File: src/include/hbh_pkg.sv
// package: constants and types for the host bus handshake pin block
package hbh_pkg;

  // ********************************************************************
  // bus variants
  // ********************************************************************
  typedef enum logic [1:0] {
    HBH_BUS_GENERIC,
    HBH_BUS_STROBE_ACK,
    HBH_BUS_ENABLE_CLK
  } hbh_bus_t;

  // ********************************************************************
  // timing and reset values
  // ********************************************************************
  localparam int HBH_CLK_HZ = 20000000;
  // internal access time per transfer, in ns
  localparam int HBH_ACCESS_NS = 200;
  localparam int HBH_ACCESS_CYC = (HBH_ACCESS_NS * (HBH_CLK_HZ / 1000000) + 999) / 1000;
  localparam int HBH_DATA_W = 8;
  localparam logic [HBH_DATA_W-1:0] HBH_DATA_RST = 8'h00;
  localparam logic HBH_WAIT_IDLE_N = 1'b1;   // inactive level of wait_n
  localparam logic HBH_ACK_BUSY = 1'b1;      // ack level that inserts wait states

endpackage : hbh_pkg

File: src/verilog/hbh_busy_timer.sv
// file: down counter that times one internal access
module hbh_busy_timer
  import hbh_pkg::*;
#(
  parameter int CYCLES = HBH_ACCESS_CYC
) (
  input wire logic ref_clk,
  input wire logic rst_b,
  input wire logic start,
  output logic done
);

  typedef struct packed {
    logic [7:0] cnt;
    logic run;
    logic done;
  } hbh_tmr_t;

  hbh_tmr_t st_r;
  hbh_tmr_t st_nxt;

  // ********************************************************************
  // count down, pulse done when it reaches zero
  // ********************************************************************
  always_comb begin
    st_nxt = st_r;
    st_nxt.done = 1'b0;
    if (start) begin
      st_nxt.cnt = 8'(CYCLES - 1);
      st_nxt.run = 1'b1;
    end else if (st_r.run) begin
      if (st_r.cnt == 8'h00) begin
        st_nxt.run = 1'b0;
        st_nxt.done = 1'b1;
      end else begin
        st_nxt.cnt = st_r.cnt - 8'h01;
      end
    end
  end

  always_ff @(posedge ref_clk) begin
    if (!rst_b) begin
      st_r <= '0;
    end else begin
      st_r <= st_nxt;
    end
  end

  assign done = st_r.done;

endmodule : hbh_busy_timer

File: src/verilog/hbh_host_port.sv
// file: handshake, strobe and reset logic of the parallel host port
//
// Contract
// - generic bus pulls wait_n low during a transfer and drives it high when done.
// - after the generic transfer ends and wait_n was driven high, the pin is released.
// - in indirect mode the host may use wait_n as a handshake before the next access.
// - strobe-and-ack bus holds xfer_ack_out high while busy and low when done.
// - after the strobe-and-ack transfer completes the ack pin is released.
// - in indirect mode the host may pace accesses with xfer_ack_out.
// - on the strobe-and-ack bus cycles are qualified by addr_strobe_n from the host.
// - while reset is low all registers take defaults and every output goes inactive.
// - generic bus write data is captured on the rising edge of the write strobe.
module hbh_host_port
  import hbh_pkg::*;
#(
  parameter int DATA_W = HBH_DATA_W,
  parameter int ACCESS_CYC = HBH_ACCESS_CYC
) (
  input wire logic ref_clk,
  input wire logic rst_b,
  input wire logic [1:0] bus_sel,
  input wire logic cs_n,
  input wire logic wr_n,
  input wire logic rd_n,
  input wire logic addr_strobe_n,
  input wire logic [DATA_W-1:0] host_data,
  input wire logic scan_mode_pin,
  input wire logic test_mode_pin,
  output logic wait_o,
  output logic wait_oe,
  output logic [DATA_W-1:0] wr_data,
  output logic wr_data_vld
);

  typedef enum logic [1:0] {
    ST_IDLE,
    ST_BUSY,
    ST_DONE
  } hbh_state_t;

  typedef struct packed {
    hbh_state_t state;
    logic wr_n_d;
    logic rd_n_d;
    logic tmr_start;
    logic wait_o;
    logic wait_oe;
    logic [DATA_W-1:0] wr_data;
    logic wr_data_vld;
  } hbh_port_t;

  hbh_port_t st_r;
  hbh_port_t st_nxt;
  // decoded variant and strobe edges, from the current pin levels and the strobe levels registered a cycle earlier
  logic tmr_done;
  logic cyc_ok;
  logic wr_rise;
  logic rd_fall;
  logic wr_fall;
  logic is_gen;
  logic is_ack;

  // ********************************************************************
  // cycle qualification
  // ********************************************************************
  assign is_gen = (hbh_bus_t'(bus_sel) == HBH_BUS_GENERIC);
  assign is_ack = (hbh_bus_t'(bus_sel) == HBH_BUS_STROBE_ACK);
  // test pins are expected low; if not, no transfer starts and wait_n stays undriven, though write data is still captured
  assign cyc_ok = !cs_n && !scan_mode_pin && !test_mode_pin
                  && (!is_ack || !addr_strobe_n);
  assign wr_rise = wr_n && !st_r.wr_n_d;
  assign wr_fall = !wr_n && st_r.wr_n_d;
  assign rd_fall = !rd_n && st_r.rd_n_d;

  // the timer's done pulse ends the wait state after the internal access time
  hbh_busy_timer #(
    .CYCLES(ACCESS_CYC)
  ) u_tmr (
    .ref_clk(ref_clk),
    .rst_b(rst_b),
    .start(st_r.tmr_start),
    .done(tmr_done)
  );

  // ********************************************************************
  // transfer sequencer and pin drive
  // ********************************************************************
  always_comb begin
    st_nxt = st_r;
    st_nxt.wr_n_d = wr_n;
    st_nxt.rd_n_d = rd_n;
    st_nxt.tmr_start = 1'b0;
    st_nxt.wr_data_vld = 1'b0;
    // data latched at the end of the write strobe
    if (is_gen && !cs_n && wr_rise) begin
      st_nxt.wr_data = host_data;
      st_nxt.wr_data_vld = 1'b1;
    end
    case (st_r.state)
      ST_IDLE: begin
        st_nxt.wait_oe = 1'b0;
        if ((is_gen || is_ack) && cyc_ok && (wr_fall || rd_fall)) begin
          st_nxt.state = ST_BUSY;
          st_nxt.tmr_start = 1'b1;
          st_nxt.wait_oe = 1'b1;
          // generic pulls low, strobe-and-ack drives its busy level high
          st_nxt.wait_o = is_ack ? HBH_ACK_BUSY : !HBH_WAIT_IDLE_N;
        end
      end
      ST_BUSY: begin
        // the completion level is what the host paces indirect accesses on
        if (tmr_done) begin
          st_nxt.state = ST_DONE;
          st_nxt.wait_o = is_ack ? !HBH_ACK_BUSY : HBH_WAIT_IDLE_N;
        end
      end
      ST_DONE: begin
        // completion level stands until the strobe ends, then the pin lets go
        if (wr_n && rd_n) begin
          st_nxt.state = ST_IDLE;
          st_nxt.wait_oe = 1'b0;
        end
      end
      default: begin
        st_nxt.state = ST_IDLE;
      end
    endcase
    // no drive outside chip select or on the enable-clocked bus; a chip select
    // dropped mid-access leaves the timer running, only the pin lets go
    if (cs_n || !(is_gen || is_ack)) begin
      st_nxt.wait_oe = 1'b0;
      if (st_r.state == ST_DONE) begin
        st_nxt.state = ST_IDLE;
      end
    end
  end

  // ********************************************************************
  // registers, synchronous reset
  // ********************************************************************
  // reset puts the strobe history at its idle level: a strobe still low
  // when reset ends reads as a fresh edge, so hosts release it during reset
  always_ff @(posedge ref_clk) begin
    if (!rst_b) begin
      st_r.state <= ST_IDLE;
      st_r.wr_n_d <= 1'b1;
      st_r.rd_n_d <= 1'b1;
      st_r.tmr_start <= 1'b0;
      st_r.wait_o <= HBH_WAIT_IDLE_N;
      st_r.wait_oe <= 1'b0;
      st_r.wr_data <= DATA_W'(HBH_DATA_RST);
      st_r.wr_data_vld <= 1'b0;
    end else begin
      st_r <= st_nxt;
    end
  end

  // pins come straight from the state register
  assign wait_o = st_r.wait_o;
  assign wait_oe = st_r.wait_oe;
  assign wr_data = st_r.wr_data;
  assign wr_data_vld = st_r.wr_data_vld;

  // cycles from the start edge to the edge that samples the completion state
  localparam int DONE_LAG = ACCESS_CYC + 3;
endmodule : hbh_host_port

File: config.mk
export PLATFORM = sky130hd
export DESIGN_NAME = hbh_host_port
export DESIGN_NICKNAME = d
export VERILOG_FILES = /design/src/include/hbh_pkg.sv /design/src/verilog/hbh_busy_timer.sv /design/src/verilog/hbh_host_port.sv
export SDC_FILE = /design/constraint.sdc
export NUM_CORES = 1
export LEC_CHECK = 0
export BUFFER_PORTS_ARGS = -buffer_cell sky130_fd_sc_hd__buf_4
export CORE_ASPECT_RATIO = 0.75
export CORE_UTILIZATION = 35
export DETAILED_ROUTE_END_ITERATION = 7
export SETUP_SLACK_MARGIN = 0.4
export SYNTH_ARGS = -nofsm -noshare
export SYNTH_HDL_FRONTEND = slang
export SYNTH_SLANG_ARGS = --single-unit
File: constraint.sdc
create_clock -name ref_clk -period 2.25 [get_ports ref_clk]
set_input_delay 0.1125 -clock ref_clk [delete_from_list [all_inputs] [get_ports ref_clk]]
set_output_delay 0.1125 -clock ref_clk [all_outputs]
set_load 0.02 [all_outputs]
==> impl_metrics.ini <==
[sta]
slew_violations = 0
clock_skew_ns = 0.00222
hold_violations = 0
tightest_slew_ns = 0.709
slew_headroom = 0.521
finalSetupViolations = 0
max_freq_mhz = 559
fin_crit_ns = 1.79
tns_ns = 0
fin_ws_ns = 0.460
period_share = 0.796
rsz0062_at_grt = true

[logic_synthesis]
synth_top_area_share = 0.455
yosys-mux-area-fraction = 0.0974
synth_largest_area_cell = dfxtp_1
synth_top_family_by_area = simple AND/OR/NAND/NOR gates
synth_compound_area_frac = 0.130
yosys-top-cells-count = 26 x dfxtp_1, 20 x nor2_1, 10 x mux2i_1
synth_edf_count = 0
ys_top_cells_by_area = dfxtp_1 46%, mux2i_1 8.8%, nor2_1 6.6%
synth-async-reset-ratio = 0
syn-num-nets = 142
synth_warnings = 0
syn_area_mm2 = 0.00114
yosys.area_share.adder = 0.0219
ys.flop_type = dfxtp_1
ys_seq_area_frac = 0.455
yosys.area_share.simple = 0.212
avgSynthCellArea_um2 = 9.37
synth.distinct_cells = 30
postSynthCellCount = 122
synth_xor_area_frac = 0.00766
synth.most_common_cell = dfxtp_1
ys_seq_elements = 26

[routing]
routed_wl_um = 2240
ant_nets = 0
drc = 0
drt_iter0_drc = 42
via_per_inst = 4.97
dr.pass1.iters = 4
wl_per_cell_um = 12.2
dr_total_vias = 909

[floorplan]
dieWidth_um = 68.0
start_util = 0.379
ios = 29
row_count = 17
die_area_mm2 = 0.00350
fp.coreArea_mm2 = 0.00302
die_y_um = 51.5

[clocking]
clock_latency_ns = 0.27
clockRootBuffer = clkbuf_8
cts_buffers = 3
cts_tree = yes
hold_buffers = 0
cts_setup_buffers = 0
path_clk_slew_ns = 0.08
clock_sinks = 26
cts_resized = 0
cts-htree-levels = 1
clockBufferDepth = 2

[worst_setup_path]
critPathLaunchType = flip-flop
crit_required_ns = 2.45
cp_max_fo = 4
cp.arrival_ns = 1.99
cp-end-kind = flip-flop
critPathKind = reg -> reg

[global_route]
grt_pass1_vias = 754
grt_first_pass_wirelength_um = 3400
grt_overflow = 0
grt_use_total = 0.135
grt_max_degree = 16
antenna_found_initial = 0

[hold_path]
hp-class = in -> reg

[placed_design]
port_buffers = 28
dpl_cell_area_mm2 = 0.00134
finalWeightedCongestion = 0.821
place_ws_ns = 0.469
dpl.hpwl_um = 1650

[job]
maxCapViolations = 0

[pwr]
p_per_area_mw_per_mm2 = 589
leakage_nw = 0.626
peakVddDrop_mv = 0.396

[final_layout]
synthToLayoutAreaGrowth_pct = 22.3
fillers = 306
fin_nets = 166
postLayoutCellArea_mm2 = 0.00140
drive_gt1_frac = 0.269
num_antenna_cells = 0

[run_status]
status = finished clean
==> sequential cells by signal, indices dropped and copies added, names as in the netlist <==
signal	flops
wait_oe	1
wr_data_vld	1
u_tmr.st_r	9
st_r	5
wr_data	8
u_tmr.done	1
wait_o	1
==> critical path: stages (launching register included) <==
cell     delay (ns)
dfxtp_1        0.34
inv_1          0.08
ha_2           0.18
or4b_4         0.48
o41ai_4        0.32
o21ai_0        0.17
a21oi_1        0.15
==> per-layer routing <==
metal	track usage	part of all wire	vias to the layer above
met5	0	0	-
met4	0.0521	0.012	0
met3	0.0504	0.064	4
met2	0.188	0.43	23
met1	0.186	0.49	411
li1	-	-	471
==> cell usage in the layout (no fill, tap or decap), types with 2 or more instances in the layout <==
cell / synthesis / routed
a21oi_1: 8 / 8
nor2b_1: 2 / 2
nand4b_1: 2 / 2
o21ai_0: 4 / 4
nor4_1: 3 / 3
nor4b_1: 2 / 2
clkbuf_8: 0 / 4
nand3_1: 2 / 2
inv_1: 5 / 4
buf_4: 8 / 29
dfxtp_1: 26 / 26
nor2_1: 20 / 20
nand2_1: 8 / 8
nor3_1: 2 / 2
nand2b_1: 3 / 3
mux2i_1: 10 / 10
==> layout make-up <==
class,count,area (um^2),area share
clock buffer,4,55.1,0.0394
inverter,5,18.8,0.0134
multi-input combinational,81,539,0.386
sequential,26,520,0.372
tap,38,47.5,0.0340
timing repair buffer,29,218,0.156
==> kinds of logic (layout without fill, tap and decap cells) <==
logic type / after synthesis / count (layout)
and+or+nand+nor: 47 / 47
xor gates and xnor gates: 1 / 1
DFF: 26 / 26
adders and majority gates: 2 / 2
muxes: 11 / 11
AOI/OAI and AO/OA: 20 / 20
buffers and inverters: 15 / 38
==> stage by stage <==
stage	hold slack, ns	util	cells	power (mW)
3_3_place_gp	0.324	0.444	179	0.539
2_1_floorplan	0.186	-	122	0.507
5_1_grt	0.0322	0.463	183	0.864
6_report	0.0496	0.463	183	0.824
4_1_cts	0.0415	0.462	183	0.842
3_5_place_dp	0.329	0.444	179	0.540
==> where the power goes <==
part / switching (mW) / internal, mW / total, mW
Combinational: 0.0289 / 0.0327 / 0.0616
Clock: 0.138 / 0.156 / 0.295
Sequential: 0.00287 / 0.465 / 0.468
Total: 0.170 / 0.654 / 0.824
==> path summary, 6_finish.rpt <==
kind | slack (ns) | end | depth (start not counted) | from
setup / recovery | 0.46 | u_tmr.st_r[3] | 6 | u_tmr.st_r[3]
hold / removal | 0.05 | st_r[12] | 2 | rd_n
setup reg to reg | 0.46 | u_tmr.st_r[3] | 6 | u_tmr.st_r[3]
hold reg to reg | 0.48 | wait_oe | 2 | wait_oe
Power figures use the tool's default switching activity.
